$ cat src/hw/bcc_pkg.sv
// package: register map, field layouts and calendar types for the bcd calendar clock
package bcc_pkg;

	// ************************************************************
	// register offsets (byte addresses, one word each)
	// ************************************************************
	localparam logic [7:0] OFS_CFG = 8'h00;
	localparam logic [7:0] OFS_VAL_HIGH = 8'h04;
	localparam logic [7:0] OFS_VAL_LOW = 8'h08;
	localparam logic [7:0] OFS_UNLOCK_SEQ = 8'h0C;
	localparam logic [7:0] OFS_ALARM_HOUR = 8'h10;
	localparam logic [7:0] OFS_ALARM_MINUTE = 8'h14;
	localparam logic [7:0] OFS_ALARM_SECOND = 8'h18;
	localparam logic [7:0] OFS_PAD_CFG = 8'h1C;
	localparam logic [7:0] OFS_HALF_SEC = 8'h20;

	// ************************************************************
	// field positions
	// ************************************************************
	localparam int CFG_RUN_BIT = 7;
	localparam int CFG_UNLOCK_BIT = 5;
	localparam int CFG_SYNC_BIT = 4;
	localparam int PAD_SEL_LSB = 1;

	// ************************************************************
	// field masks and reset values
	// ************************************************************
	localparam logic [7:0] MASK_SEC = 8'h7F;
	localparam logic [7:0] MASK_MIN = 8'h7F;
	localparam logic [7:0] MASK_HOUR = 8'h3F;
	localparam logic [7:0] MASK_WDAY = 8'h07;
	localparam logic [7:0] MASK_DAY = 8'h3F;
	localparam logic [7:0] MASK_MONTH = 8'h1F;
	localparam logic [7:0] MASK_YEAR = 8'hFF;
	localparam logic [7:0] UNLOCK_KEY_FIRST = 8'h55;
	localparam logic [7:0] UNLOCK_KEY_SECOND = 8'hAA;
	localparam logic [7:0] RST_BCD_ZERO = 8'h00;
	localparam logic [7:0] RST_BCD_ONE = 8'h01;

	// ************************************************************
	// pin output select codes and timing counts
	// ************************************************************
	localparam logic [1:0] PIN_SEL_OFF = 2'h0;
	localparam logic [1:0] PIN_SEL_SECONDS = 2'h1;
	localparam logic [1:0] PIN_SEL_CLOCK = 2'h2;
	localparam int CRYSTAL_HZ = 32768;
	localparam logic [13:0] HALF_SEC_LAST = 14'(CRYSTAL_HZ / 2 - 1);
	localparam logic [13:0] SYNC_WINDOW_START = 14'(CRYSTAL_HZ / 2 - 32);

	// ************************************************************
	// types
	// ************************************************************
	typedef enum logic [1:0] {
		UNL_IDLE = 2'b00,
		UNL_GOT_FIRST = 2'b01,
		UNL_READY = 2'b10
	} bcc_unlock_type;

	typedef struct packed {
		logic psel;
		logic penable;
		logic pwrite;
		logic [7:0] paddr;
		logic [31:0] pwdata;
	} bcc_apb_req_type;

	typedef struct packed {
		logic [7:0] year;
		logic [7:0] month;
		logic [7:0] day;
		logic [7:0] wday;
		logic [7:0] hour;
		logic [7:0] minute;
		logic [7:0] second;
	} bcc_time_type;

endpackage

$ cat src/hw/bcc_top.sv
// module: bcd calendar clock with apb register access
`timescale 1ns/1ps
module bcc_top (
	// clock, reset, clock enable
	input wire logic I_REF_CLK,
	input wire logic I_ARST_N,
	input wire logic I_CLK_EN,
	// apb slave
	input wire bcc_pkg::bcc_apb_req_type I_APB,
	output logic [31:0] O_PRDATA,
	output logic O_PREADY,
	output logic O_PSLVERR,
	// counter clock sources and selection
	input wire logic I_SECONDARY_CRYSTAL_OSC_CLK,
	input wire logic I_LFINT_CLK,
	input wire logic I_CLOCK_SOURCE_SELECT,
	// calendar output pin
	output logic O_CAL_PIN
);
	import bcc_pkg::*;

	// ************************************************************
	// functions
	// ************************************************************
	// bcd increment: returns {wrapped, next}
	function automatic logic [8:0] bcd_inc(input logic [7:0] v, input logic [7:0] last,
		input logic [7:0] first);
		logic [8:0] r;
		r = {1'b0, v + 8'h01};
		if (v == last) begin
			r = {1'b1, first};
		end else if (v[3:0] == 4'h9) begin
			r = {1'b0, v[7:4] + 4'h1, 4'h0};
		end
		return r;
	endfunction

	// last day of a bcd month
	function automatic logic [7:0] month_last(input logic [7:0] m, input logic leap);
		logic [7:0] r;
		r = 8'h31;
		if (m == 8'h04 || m == 8'h06 || m == 8'h09 || m == 8'h11) begin
			r = 8'h30;
		end else if (m == 8'h02) begin
			r = leap ? 8'h29 : 8'h28;
		end
		return r;
	endfunction

	// ************************************************************
	// apb decode
	// ************************************************************
	wire logic apb_setup = I_APB.psel & ~I_APB.penable;
	wire logic apb_done = I_APB.psel & I_APB.penable;
	wire logic apb_wr = apb_done & I_APB.pwrite & I_CLK_EN;
	wire logic apb_rd = apb_done & ~I_APB.pwrite & I_CLK_EN;
	wire logic [7:0] wdata = I_APB.pwdata[7:0];
	wire logic hit_cfg = I_APB.paddr == OFS_CFG;
	wire logic hit_valh = I_APB.paddr == OFS_VAL_HIGH;
	wire logic hit_vall = I_APB.paddr == OFS_VAL_LOW;
	wire logic hit_unl = I_APB.paddr == OFS_UNLOCK_SEQ;
	wire logic hit_ahr = I_APB.paddr == OFS_ALARM_HOUR;
	wire logic hit_amin = I_APB.paddr == OFS_ALARM_MINUTE;
	wire logic hit_asec = I_APB.paddr == OFS_ALARM_SECOND;
	wire logic hit_pad = I_APB.paddr == OFS_PAD_CFG;
	wire logic hit_half = I_APB.paddr == OFS_HALF_SEC;
	wire logic mapped = hit_cfg | hit_valh | hit_vall | hit_unl | hit_ahr | hit_amin | hit_asec
		| hit_pad | hit_half;

	// zero wait states; unmapped addresses answer with an error
	assign O_PREADY = 1'b1;
	assign O_PSLVERR = apb_done & ~mapped;

	// ************************************************************
	// state
	// ************************************************************
	logic run_enable;
	logic unlock_flag;
	logic [1:0] value_pointer;
	logic [1:0] pin_output_select;
	logic [7:0] alarm_hour_value;
	logic [7:0] alarm_minute_value;
	logic [7:0] alarm_second_value;
	bcc_unlock_type unl_state;
	bcc_time_type tm;
	logic [13:0] prescaler;
	logic half_sec;
	logic [2:0] src_sync;
	logic [2:0] clk_sync;
	logic clk_stable;
	logic clk_level_q;

	// ************************************************************
	// counter clock selection and sampling
	// ************************************************************
	// source select is a static strap, sampled like any pin
	wire logic src_internal = src_sync[2] & src_sync[1];
	wire logic src_raw = src_internal ? I_LFINT_CLK : I_SECONDARY_CRYSTAL_OSC_CLK;

	// three-stage sampling; a level counts once stages two and three agree
	always_ff @(posedge I_REF_CLK or negedge I_ARST_N) begin
		if (!I_ARST_N) begin
			src_sync <= 3'h0;
			clk_sync <= 3'h0;
			clk_stable <= 1'b0;
		end else if (I_CLK_EN) begin
			src_sync <= {src_sync[1:0], I_CLOCK_SOURCE_SELECT};
			clk_sync <= {clk_sync[1:0], src_raw};
			if (clk_sync[2] == clk_sync[1]) begin
				clk_stable <= clk_sync[2];
			end
		end
	end

	wire logic clk_rise = clk_sync[2] & clk_sync[1] & ~clk_stable;

	// ************************************************************
	// prescaler and seconds tick
	// ************************************************************
	wire logic pre_last = prescaler == HALF_SEC_LAST;
	wire logic sec_tick = run_enable & clk_rise & pre_last & half_sec;
	wire logic sync_window = run_enable & half_sec & (prescaler >= SYNC_WINDOW_START);

	// ************************************************************
	// value window decode
	// ************************************************************
	wire logic valh_wr = apb_wr & hit_valh & unlock_flag;
	wire logic vall_wr = apb_wr & hit_vall & unlock_flag;
	wire logic ptr_minute_second_pair = value_pointer == 2'h0;
	wire logic ptr_hour = value_pointer == 2'h1;
	wire logic ptr_date = value_pointer == 2'h2;
	wire logic ptr_year = value_pointer == 2'h3;
	// a write to either half of the minute/second pair realigns the sub-second phase
	wire logic minute_second_pair_wr = (valh_wr | vall_wr) & ptr_minute_second_pair;
	wire logic valh_access = (apb_wr | apb_rd) & hit_valh;

	// window read mux; the high half at pointer 3 has no register
	wire logic [7:0] valh_rd = ptr_minute_second_pair ? tm.minute : ptr_hour ? tm.wday : ptr_date ? tm.month : 8'h00;
	wire logic [7:0] vall_rd = ptr_minute_second_pair ? tm.second : ptr_hour ? tm.hour : ptr_date ? tm.day : tm.year;

	// ************************************************************
	// calendar carry chain
	// ************************************************************
	// leap when the bcd year is divisible by four
	wire logic leap = tm.year[4] ? (tm.year[3:0] == 4'h2 || tm.year[3:0] == 4'h6) :
		(tm.year[3:0] == 4'h0 || tm.year[3:0] == 4'h4 || tm.year[3:0] == 4'h8);
	wire logic [8:0] sec_inc = bcd_inc(tm.second, 8'h59, RST_BCD_ZERO);
	wire logic [8:0] min_inc = bcd_inc(tm.minute, 8'h59, RST_BCD_ZERO);
	wire logic [8:0] hour_inc = bcd_inc(tm.hour, 8'h23, RST_BCD_ZERO);
	wire logic [8:0] wday_inc = bcd_inc(tm.wday, 8'h06, RST_BCD_ZERO);
	wire logic [8:0] day_inc = bcd_inc(tm.day, month_last(tm.month, leap), RST_BCD_ONE);
	wire logic [8:0] month_inc = bcd_inc(tm.month, 8'h12, RST_BCD_ONE);
	wire logic [8:0] year_inc = bcd_inc(tm.year, 8'h99, RST_BCD_ZERO);
	wire logic min_carry = sec_tick & sec_inc[8];
	wire logic hour_carry = min_carry & min_inc[8];
	wire logic day_carry = hour_carry & hour_inc[8];
	wire logic month_carry = day_carry & day_inc[8];
	wire logic year_carry = month_carry & month_inc[8];

	bcc_time_type next_tm;

	// counting runs on; a field written this cycle takes the written value
	always_comb begin
		next_tm = tm;
		if (sec_tick) begin
			next_tm.second = sec_inc[7:0];
		end
		if (min_carry) begin
			next_tm.minute = min_inc[7:0];
		end
		if (hour_carry) begin
			next_tm.hour = hour_inc[7:0];
		end
		if (day_carry) begin
			next_tm.day = day_inc[7:0];
			next_tm.wday = wday_inc[7:0];
		end
		if (month_carry) begin
			next_tm.month = month_inc[7:0];
		end
		if (year_carry) begin
			next_tm.year = year_inc[7:0];
		end
		if (valh_wr) begin
			if (ptr_minute_second_pair) begin
				next_tm.minute = wdata & MASK_MIN;
			end else if (ptr_hour) begin
				next_tm.wday = wdata & MASK_WDAY;
			end else if (ptr_date) begin
				next_tm.month = wdata & MASK_MONTH;
			end
		end
		if (vall_wr) begin
			if (ptr_minute_second_pair) begin
				next_tm.second = wdata & MASK_SEC;
			end else if (ptr_hour) begin
				next_tm.hour = wdata & MASK_HOUR;
			end else if (ptr_date) begin
				next_tm.day = wdata & MASK_DAY;
			end else if (ptr_year) begin
				next_tm.year = wdata & MASK_YEAR;
			end
		end
	end

	// time registers and prescalers
	always_ff @(posedge I_REF_CLK or negedge I_ARST_N) begin
		if (!I_ARST_N) begin
			tm <= '{year: RST_BCD_ZERO, month: RST_BCD_ONE, day: RST_BCD_ONE, wday: RST_BCD_ZERO,
				hour: RST_BCD_ZERO, minute: RST_BCD_ZERO, second: RST_BCD_ZERO};
			prescaler <= 14'h0000;
			half_sec <= 1'b0;
		end else if (I_CLK_EN) begin
			tm <= next_tm;
			if (minute_second_pair_wr) begin
				prescaler <= 14'h0000;
				half_sec <= 1'b0;
			end else if (run_enable && clk_rise) begin
				prescaler <= pre_last ? 14'h0000 : prescaler + 14'h0001;
				if (pre_last) begin
					half_sec <= ~half_sec;
				end
			end
		end
	end

	// ************************************************************
	// unlock sequence
	// ************************************************************
	// the keys must be back to back; any other access closes the window
	bcc_unlock_type next_unl;
	always_comb begin
		next_unl = unl_state;
		if (apb_wr || apb_rd) begin
			case (unl_state)
				UNL_IDLE: begin
					next_unl = (apb_wr && hit_unl && wdata == UNLOCK_KEY_FIRST) ? UNL_GOT_FIRST : UNL_IDLE;
				end
				UNL_GOT_FIRST: begin
					next_unl = (apb_wr && hit_unl && wdata == UNLOCK_KEY_SECOND) ? UNL_READY : UNL_IDLE;
				end
				UNL_READY: begin
					next_unl = UNL_IDLE;
				end
				default: begin
					next_unl = UNL_IDLE;
				end
			endcase
		end
	end

	wire logic cfg_wr = apb_wr & hit_cfg;
	// setting the flag is only honoured on the access right after the keys
	wire logic unlock_set = cfg_wr & wdata[CFG_UNLOCK_BIT] & (unl_state == UNL_READY);

	// ************************************************************
	// configuration and alarm registers
	// ************************************************************
	always_ff @(posedge I_REF_CLK or negedge I_ARST_N) begin
		if (!I_ARST_N) begin
			unl_state <= UNL_IDLE;
			unlock_flag <= 1'b0;
			run_enable <= 1'b0;
			value_pointer <= 2'h0;
			pin_output_select <= PIN_SEL_OFF;
			alarm_hour_value <= RST_BCD_ZERO;
			alarm_minute_value <= RST_BCD_ZERO;
			alarm_second_value <= RST_BCD_ZERO;
		end else if (I_CLK_EN) begin
			unl_state <= next_unl;
			if (cfg_wr) begin
				unlock_flag <= unlock_set | (unlock_flag & wdata[CFG_UNLOCK_BIT]);
				if (unlock_flag) begin
					run_enable <= wdata[CFG_RUN_BIT];
				end
				value_pointer <= wdata[1:0];
			end else if (valh_access && value_pointer != 2'h0) begin
				value_pointer <= value_pointer - 2'h1;
			end
			if (apb_wr && hit_pad) begin
				pin_output_select <= wdata[PAD_SEL_LSB+:2];
			end
			if (apb_wr && hit_ahr && unlock_flag) begin
				alarm_hour_value <= wdata & MASK_HOUR;
			end
			if (apb_wr && hit_amin) begin
				alarm_minute_value <= wdata & MASK_MIN;
			end
			if (apb_wr && hit_asec) begin
				alarm_second_value <= wdata & MASK_SEC;
			end
		end
	end

	// ************************************************************
	// read data and output pin
	// ************************************************************
	wire logic [7:0] cfg_rd = {run_enable, 1'b0, unlock_flag, sync_window, 2'h0, value_pointer};
	// reserved bits come back as zero: stored alarm and time values are masked, unused config, pad and half-second bits are tied to zero
	wire logic [7:0] rd_mux = hit_cfg ? cfg_rd : hit_valh ? valh_rd : hit_vall ? vall_rd :
		hit_ahr ? alarm_hour_value : hit_amin ? alarm_minute_value :
		hit_asec ? alarm_second_value : hit_pad ? {5'h00, pin_output_select, 1'b0} :
		hit_half ? {7'h00, half_sec} : 8'h00;

	// the internal clock reaches the pin only when it drives the counter
	wire logic pin_next = (pin_output_select == PIN_SEL_CLOCK) ? (src_internal & clk_stable) :
		(pin_output_select == PIN_SEL_SECONDS) ? half_sec : 1'b0;

	// read data sampled in the setup phase so it leaves a flip-flop
	always_ff @(posedge I_REF_CLK or negedge I_ARST_N) begin
		if (!I_ARST_N) begin
			O_PRDATA <= 32'h00000000;
			O_CAL_PIN <= 1'b0;
		end else if (I_CLK_EN) begin
			if (apb_setup) begin
				O_PRDATA <= {24'h000000, rd_mux};
			end
			O_CAL_PIN <= pin_next;
		end
	end

endmodule

$ cat config.mk
export PLATFORM = sky130hd
export DESIGN_NAME = bcc_top
export DESIGN_NICKNAME = d
export VERILOG_FILES = /design/src/hw/bcc_pkg.sv /design/src/hw/bcc_top.sv
export SDC_FILE = /design/constraint.sdc
export NUM_CORES = 1
export LEC_CHECK = 0
export BUFFER_PORTS_ARGS = -buffer_cell sky130_fd_sc_hd__buf_4
export CORE_ASPECT_RATIO = 0.9
export CORE_MARGIN = 2
export CORE_UTILIZATION = 40
export DETAILED_ROUTE_END_ITERATION = 10
export GPL_ROUTABILITY_DRIVEN = 0
export PLACE_DENSITY = 0.54
export SYNTH_ARGS = -nofsm -noshare
export SYNTH_HDL_FRONTEND = slang
export SYNTH_SLANG_ARGS = --single-unit
$ cat constraint.sdc
create_clock -name I_REF_CLK -period 4.4 [get_ports I_REF_CLK]
set_clock_uncertainty 0.05 [all_clocks]
set_input_delay 0.66 -clock I_REF_CLK [delete_from_list [all_inputs] [get_ports I_REF_CLK]]
set_output_delay 0.66 -clock I_REF_CLK [all_outputs]
set_load 0.01 [all_outputs]
Word-level counts from Yosys, hierarchy flattened

Cells that the tools add are included.

$add $sub $neg: 16
$lt $le $gt $ge: 1
Muxes and demuxes: 75
Equality and inequality tests: 42
Bitwise logic cells: 47
Reduce and logical (&&, ||, !) cells: 37

Operators by type and width:

| operator                                                               | number |
|---|---|
| 8-bit 2-to-1 mux                                                       | 46 |
| 8-bit by 1-bit adder with 8-bit output (second input constant)         | 7 |
| 8-bit by 5-bit equality test with 1-bit output (second input constant) | 6 |
| 9-bit 2-to-1 mux                                                       | 5 |
| 14-bit 2-to-1 mux                                                      | 3 |
| 4-bit equality test (second input constant)                            | 8 |
| 8-bit by 3-bit equality test with 1-bit output (second input constant) | 4 |
| 1-bit bitwise AND                                                      | 31 |
| 4-bit by 1-bit adder with 4-bit output (second input constant)         | 7 |
| 8-bit by 4-bit equality test with 1-bit output (second input constant) | 3 |
| 8-bit by 7-bit equality test with 1-bit output (second input constant) | 3 |
| 7-bit 2-to-1 mux                                                       | 3 |
| 2-bit AND reduction                                                    | 10 |
| 8-bit by 6-bit equality test with 1-bit output (second input constant) | 2 |
| 8-bit equality test (second input constant)                            | 2 |
| 16-bit 2-to-1 mux                                                      | 1 |
| 14-bit by 1-bit adder with 14-bit output (second input constant)       | 1 |
| 14-bit equality test (second input constant)                           | 1 |
| 14-bit >= comparator (second input constant)                           | 1 |
| 1-bit OR                                                               | 11 |
| 1-bit logical AND                                                      | 10 |
| 1-bit 2-to-1 mux                                                       | 10 |
| 5-bit 2-to-1 mux                                                       | 2 |
| 2-bit equality test (second input constant)                            | 4 |
| 17 further kinds                                                       | 37 |

Word-level logic and storage cells: 240
Output and inout bits: 35
Flip-flop bits (word level): 115
Input port bits: 49

Depth between registers and ports, before layout

Word-level depth: 17
Depth in mapped cells: 11
Depth with buffers taken out: 9

Worst setup path after synthesis

Ideal clock, no wire load.

Path type: reg-to-reg
Start point: reg tm[45] (netlist bit)
End point: reg tm[54] (netlist bit)
Clock period less this slack: 3.100 ns
Library setup time: 0.070 ns
Required time: 4.280 ns
Cell stages (with the launch flop): 10
Setup slack: 1.300 ns
Data arrival time: 2.980 ns
Path buffers: 0
Path through: dfrtp_1 > inv_1 > ha_1 > or3b_2 > or4_1 > o2111a_2 > nor4_4 > nand4_4 > or4_1 > nand3_1

Cells in the longest elaborated chain, start to end: 15
Elaborated cells on any way between the ends: 22
Classes of those cells: eq/ne: 7; mux: 10; bitwise: 2; reduce/logical: 3

Ends and longest elaborated chain:

| what                                           | RTL line       | source |
|---|---|---|
| start: declaration                             | bcc_top.sv:85  | `bcc_time_type tm;` |
| start signal: assignment                       | bcc_top.sv:209 | `tm <= '{year: RST_BCD_ZERO, month: RST_BCD_ONE, day: RST_BCD_ONE, wday: RST_BCD_ZERO,` |
| start signal: assignment                       | bcc_top.sv:214 | `tm <= next_tm;` |
| 8-bit by 3-bit equality test with 1-bit output | bcc_top.sv:42  | `if (m == 8'h04 \|\| m == 8'h06 \|\| m == 8'h09 \|\| m == 8'h11) begin` |
| 1-bit logical OR (3 in series)                 | bcc_top.sv:42  |  |
| 5-bit 2-to-1 mux                               | bcc_top.sv:42  |  |
| 8-bit equality test                            | bcc_top.sv:30  | `if (v == last) begin` |
| 9-bit 2-to-1 mux                               | bcc_top.sv:30  |  |
| 1-bit bitwise AND                              | bcc_top.sv:157 | `wire logic month_carry = day_carry & day_inc[8];` |
| 1-bit bitwise AND *                            | bcc_top.sv:158 | `wire logic year_carry = month_carry & month_inc[8];` |
| 8-bit 2-to-1 mux *                             | bcc_top.sv:181 | `if (year_carry) begin` |
| 8-bit 2-to-1 mux                               | bcc_top.sv:200 | `end else if (ptr_year) begin` |
| 8-bit 2-to-1 mux                               | bcc_top.sv:198 | `end else if (ptr_date) begin` |
| 8-bit 2-to-1 mux                               | bcc_top.sv:196 | `end else if (ptr_hour) begin` |
| 8-bit 2-to-1 mux                               | bcc_top.sv:194 | `if (ptr_minute_second_pair) begin` |
| 8-bit 2-to-1 mux *                             | bcc_top.sv:193 | `if (vall_wr) begin` |

Every way passes the cells marked *; elsewhere a longest branch is shown, timed or not.
A chain may end at the register's enable or synchronous reset.

Final worst setup path

Start point: reg tm[45] (netlist bit)
End point: reg tm[42] (netlist bit)

Cells in the longest elaborated chain, start to end: 13
Elaborated cells on any way between the ends: 20
Classes of those cells: eq/ne: 7; mux: 9; bitwise: 1; reduce/logical: 3

Ends and longest elaborated chain:

| what                                           | RTL line       | source |
|---|---|---|
| 8-bit by 3-bit equality test with 1-bit output | bcc_top.sv:42  |  |
| 1-bit logical OR (3 in series)                 | bcc_top.sv:42  |  |
| 5-bit 2-to-1 mux                               | bcc_top.sv:42  |  |
| 8-bit equality test                            | bcc_top.sv:30  |  |
| 9-bit 2-to-1 mux                               | bcc_top.sv:30  |  |
| 1-bit bitwise AND                              | bcc_top.sv:157 |  |
| 8-bit 2-to-1 mux *                             | bcc_top.sv:178 | `if (month_carry) begin` |
| 8-bit 2-to-1 mux                               | bcc_top.sv:189 | `end else if (ptr_date) begin` |
| 8-bit 2-to-1 mux                               | bcc_top.sv:187 | `end else if (ptr_hour) begin` |
| 8-bit 2-to-1 mux                               | bcc_top.sv:185 | `if (ptr_minute_second_pair) begin` |
| 8-bit 2-to-1 mux *                             | bcc_top.sv:184 | `if (valh_wr) begin` |

Marks and branches as above.

==> impl_metrics.yaml <==
status:
  status: "complete, no violations"
synthesis:
  synth-seq-cells: 115
  async_reset_ff_share_pct: 100
  ys_seq_area_share_pct: 34.5
  synth-xor-area-share_pct: 2.10
  synthMuxAreaShare_pct: 5.88
  synth_area_mm2: 0.00834
  ys.flop_type: "dfrtp_1"
  yosys.area_share.simple_pct: 24.5
  yosys.area_share.adder_pct: 4.35
  synth_top_family_by_area: "simple AND/OR/NAND/NOR gates"
  synth_top_area_share_pct: 33.9
  syn_avg_cell_area_um2: 8.36
  synthCells: 997
  synth_warnings: 0
  synth_top_area_cell: "dfrtp_1"
  synth-edff-count: 0
  synth_compound_area_share_pct: 21.3
  synthTopCellsByArea: "dfrtp_1 (34%), nand2_1 (5.4%), o21ai_0 (5.1%)"
  synth_cell_types: 84
placement:
  dpl-instance-area_mm2: 0.00871
  port_buffers: 34
  dp_hpwl_mm: 18.0
sta:
  finalCritPeriodShare_pct: 84.3
  rsz0062_at_grt: "false"
  period_needed_ns: 3.71
  fmax_ghz: 0.269
  hold-worst-slack_ns: 0.225
  setup_viol: 0
  slew_headroom_pct: 34.6
  tns_ns: 0
  hold_viol_final: 0
  slew_viol_final: 0
  max_slew.worst_pin.slew_ns: 0.972
critical_path:
  critical-path-max-stage-delay_ns: 0.79
  worst-path-buf-inv: 1
  path_max_fanout: 9
  critPathCaptureType: "flop"
  crit_required_ns: 4.70
  worstPathCellList: "inv_1, ha_1, or3b_2, or4_1, o2111a_2, nor3_1, nand4_1, o31a_2, o22ai_1"
  worstSetupStartpointType: "flop"
  critPathTopFamily: "simple AND/OR/NAND/NOR gates"
  criticalPathCategory: "flop to flop"
  cp_slowest_cell: "nor3_1"
  arrival_ns: 4.01
final_layout:
  fill_cells: 2089
  fin_nets: 1083
  postLayoutCellArea_mm2: 0.00928
  antenna_cells: 0
  drive_gt1_share_pct: 14.5
  postLayoutCoreUtil_pct: 45.0
  layout-area-overhead-vs-synth_pct: 11.3
clock_network:
  cts_buffer_depth: 2
  path_clk_slew_ns: 0.06
  htreeDepth: 4
  cts_root_buf: "clkbuf_16"
  clock_latency_ns: 0.43
  cts_tree: "yes"
  numCtsBuffers: 17
  cts_hold_buffers: 0
  ctsResizeCount: 0
  postCtsSetupRepairBufs: 0
  cts.sinks: 115
floorplan:
  dieArea_mm2: 0.0220
  start_util_pct: 40.4
  rows: 50
  die_w_um: 156
  pin_count: 84
  coreArea_mm2: 0.0206
  fp.dieH_um: 141
drt:
  drc: 0
  drt-initial-drc-count: 631
  firstDrtPassIters: 5
  ant_nets: 0
  vias: 7591
  vias_per_cell: 5.94
  drt_wl_total_mm: 25.3
  post_drt_wl_per_cell_um: 19.8
hold_path:
  min_path_type: "input port to asynchronous set/reset pin"
pwr:
  totalPowerFinal_mw: 2.80
  powerDensity_mw_per_mm2: 301
  peakVddDrop_uv: 251
  power_leakage_nw: 3.87
grt:
  grt_use_total_pct: 23.7
  grt_pass1_vias: 6952
  antenna_found_initial: 0
  grt_max_degree: 57
  overflow: 0
  grt_pass1_wl_mm: 40.3
flow_run:
  drv_cap: 0
-- layout by cell type (no fill, tap or decap), drive strengths merged, types with 16 or more instances in the layout --
cell,Yosys,final
nand2,121,121
dfrtp,113,113
o21ai,86,86
a21oi,69,69
nor2,67,67
buf,34,55
nand3,40,40
inv,34,36
mux2,32,32
ha,29,29
conb,2,25
nor4,22,22
nor3,19,19
clkbuf,55,18
and3,16,16
-- through the flow --
| stage | instances | setup slack (ns) |
|---|---|---|
| 2_1_floorplan | 1020 | 1.30 |
| 3_3_place_gp | 1246 | 0.826 |
| 3_5_place_dp | 1246 | 0.719 |
| 4_1_cts | 1278 | 0.708 |
| 5_1_grt | 1278 | 0.472 |
| 6_report | 1278 | 0.689 |
-- state kept, by name, summed over array words and instances (netlist names), 3 cells and up --
signal	cells
tm	56
O_PRDATA	8
alarm_second_value	7
alarm_hour_value	6
alarm_minute_value	7
src_sync	3
prescaler	14
clk_sync	3
-- synthesized netlist by cell type (4+ instances only) --
library cell  number
a211oi_1          10
a21oi_1           69
a221o_1            4
a221oi_1           5
a22o_1             4
a22oi_1           15
a31oi_1            9
a41oi_1            4
and2_1             5
and3_1            13
and4_1             5
buf_1              5
buf_4             25
clkbuf_1          52
dfrtp_1          113
ha_1              29
inv_1             34
mux2_2            32
mux2i_1           13
nand2_1          121
nand2b_1           9
nand3_1           40
nand3b_1          11
nand4_1           14
nand4b_1           5
nor2_1            67
nor2b_1            5
nor3_1            19
nor3b_1            5
nor4_1            21
nor4b_1            5
o211ai_1           9
o21a_1             4
o21ai_0           85
o221ai_1           4
o22ai_1            5
o31ai_1            9
o41ai_1            8
or3_1              8
or4_1              8
xnor2_1            6
xor2_1            14
-- layer usage --
layer | part of all wire [%] | track usage, % | up-vias
li1 | - | - | 3642
met1 | 50 | 36.4 | 3676
met2 | 42 | 33.2 | 233
met3 | 5.0 | 3.60 | 40
met4 | 3.0 | 9.56 | 0
met5 | 0 | 0 | -
-- path summary, 6_finish.rpt --
path                                       start  slack (ns)  cells past startpoint       endpoint
setup / recovery                          tm[45]        0.69                      9         tm[42]
hold / removal                          I_ARST_N        0.22                      1         tm[42]
setup reg to reg                          tm[45]        0.69                      9         tm[42]
hold reg to reg                      O_PRDATA[5]        0.44                      2    O_PRDATA[5]
max in group asynchronous               I_ARST_N        3.26                      2  prescaler[13]
min in group I_REF_CLK     I_CLOCK_SOURCE_SELECT        0.43                      2    src_sync[0]
-- cell families (layout without fill, tap and decap cells) --
| group | after synthesis | after routing |
|---|---|---|
| other | 2 | 25 |
| muxes | 45 | 45 |
| DFF | 115 | 115 |
| xor gates and xnor gates | 20 | 20 |
| AOI/OAI and AO/OA | 276 | 276 |
| and+or+nand+nor | 386 | 386 |
| adders and majority gates | 29 | 29 |
| buffers and inverters | 124 | 122 |
-- cell type report --
class	instances	area, um2	share of cell area, %
Multi-Input combinational cell	781	4950	53.3
Clock buffer	18	439	4.73
Sequential cell	115	2880	31.0
Inverter	35	131	1.42
Clock inverter	14	130	1.40
Tap cell	260	325	3.51
Timing Repair Buffer	55	425	4.58
-- power by group --
part | leakage, nW | total, mW | internal [mW] | switching (mW)
clock network | 0.277 | 1.36 | 0.795 | 0.561
registers | 1.50 | 1.15 | 1.10 | 0.0576
logic | 2.10 | 0.286 | 0.110 | 0.176
Note: power is estimated with default switching activity, not from simulation.
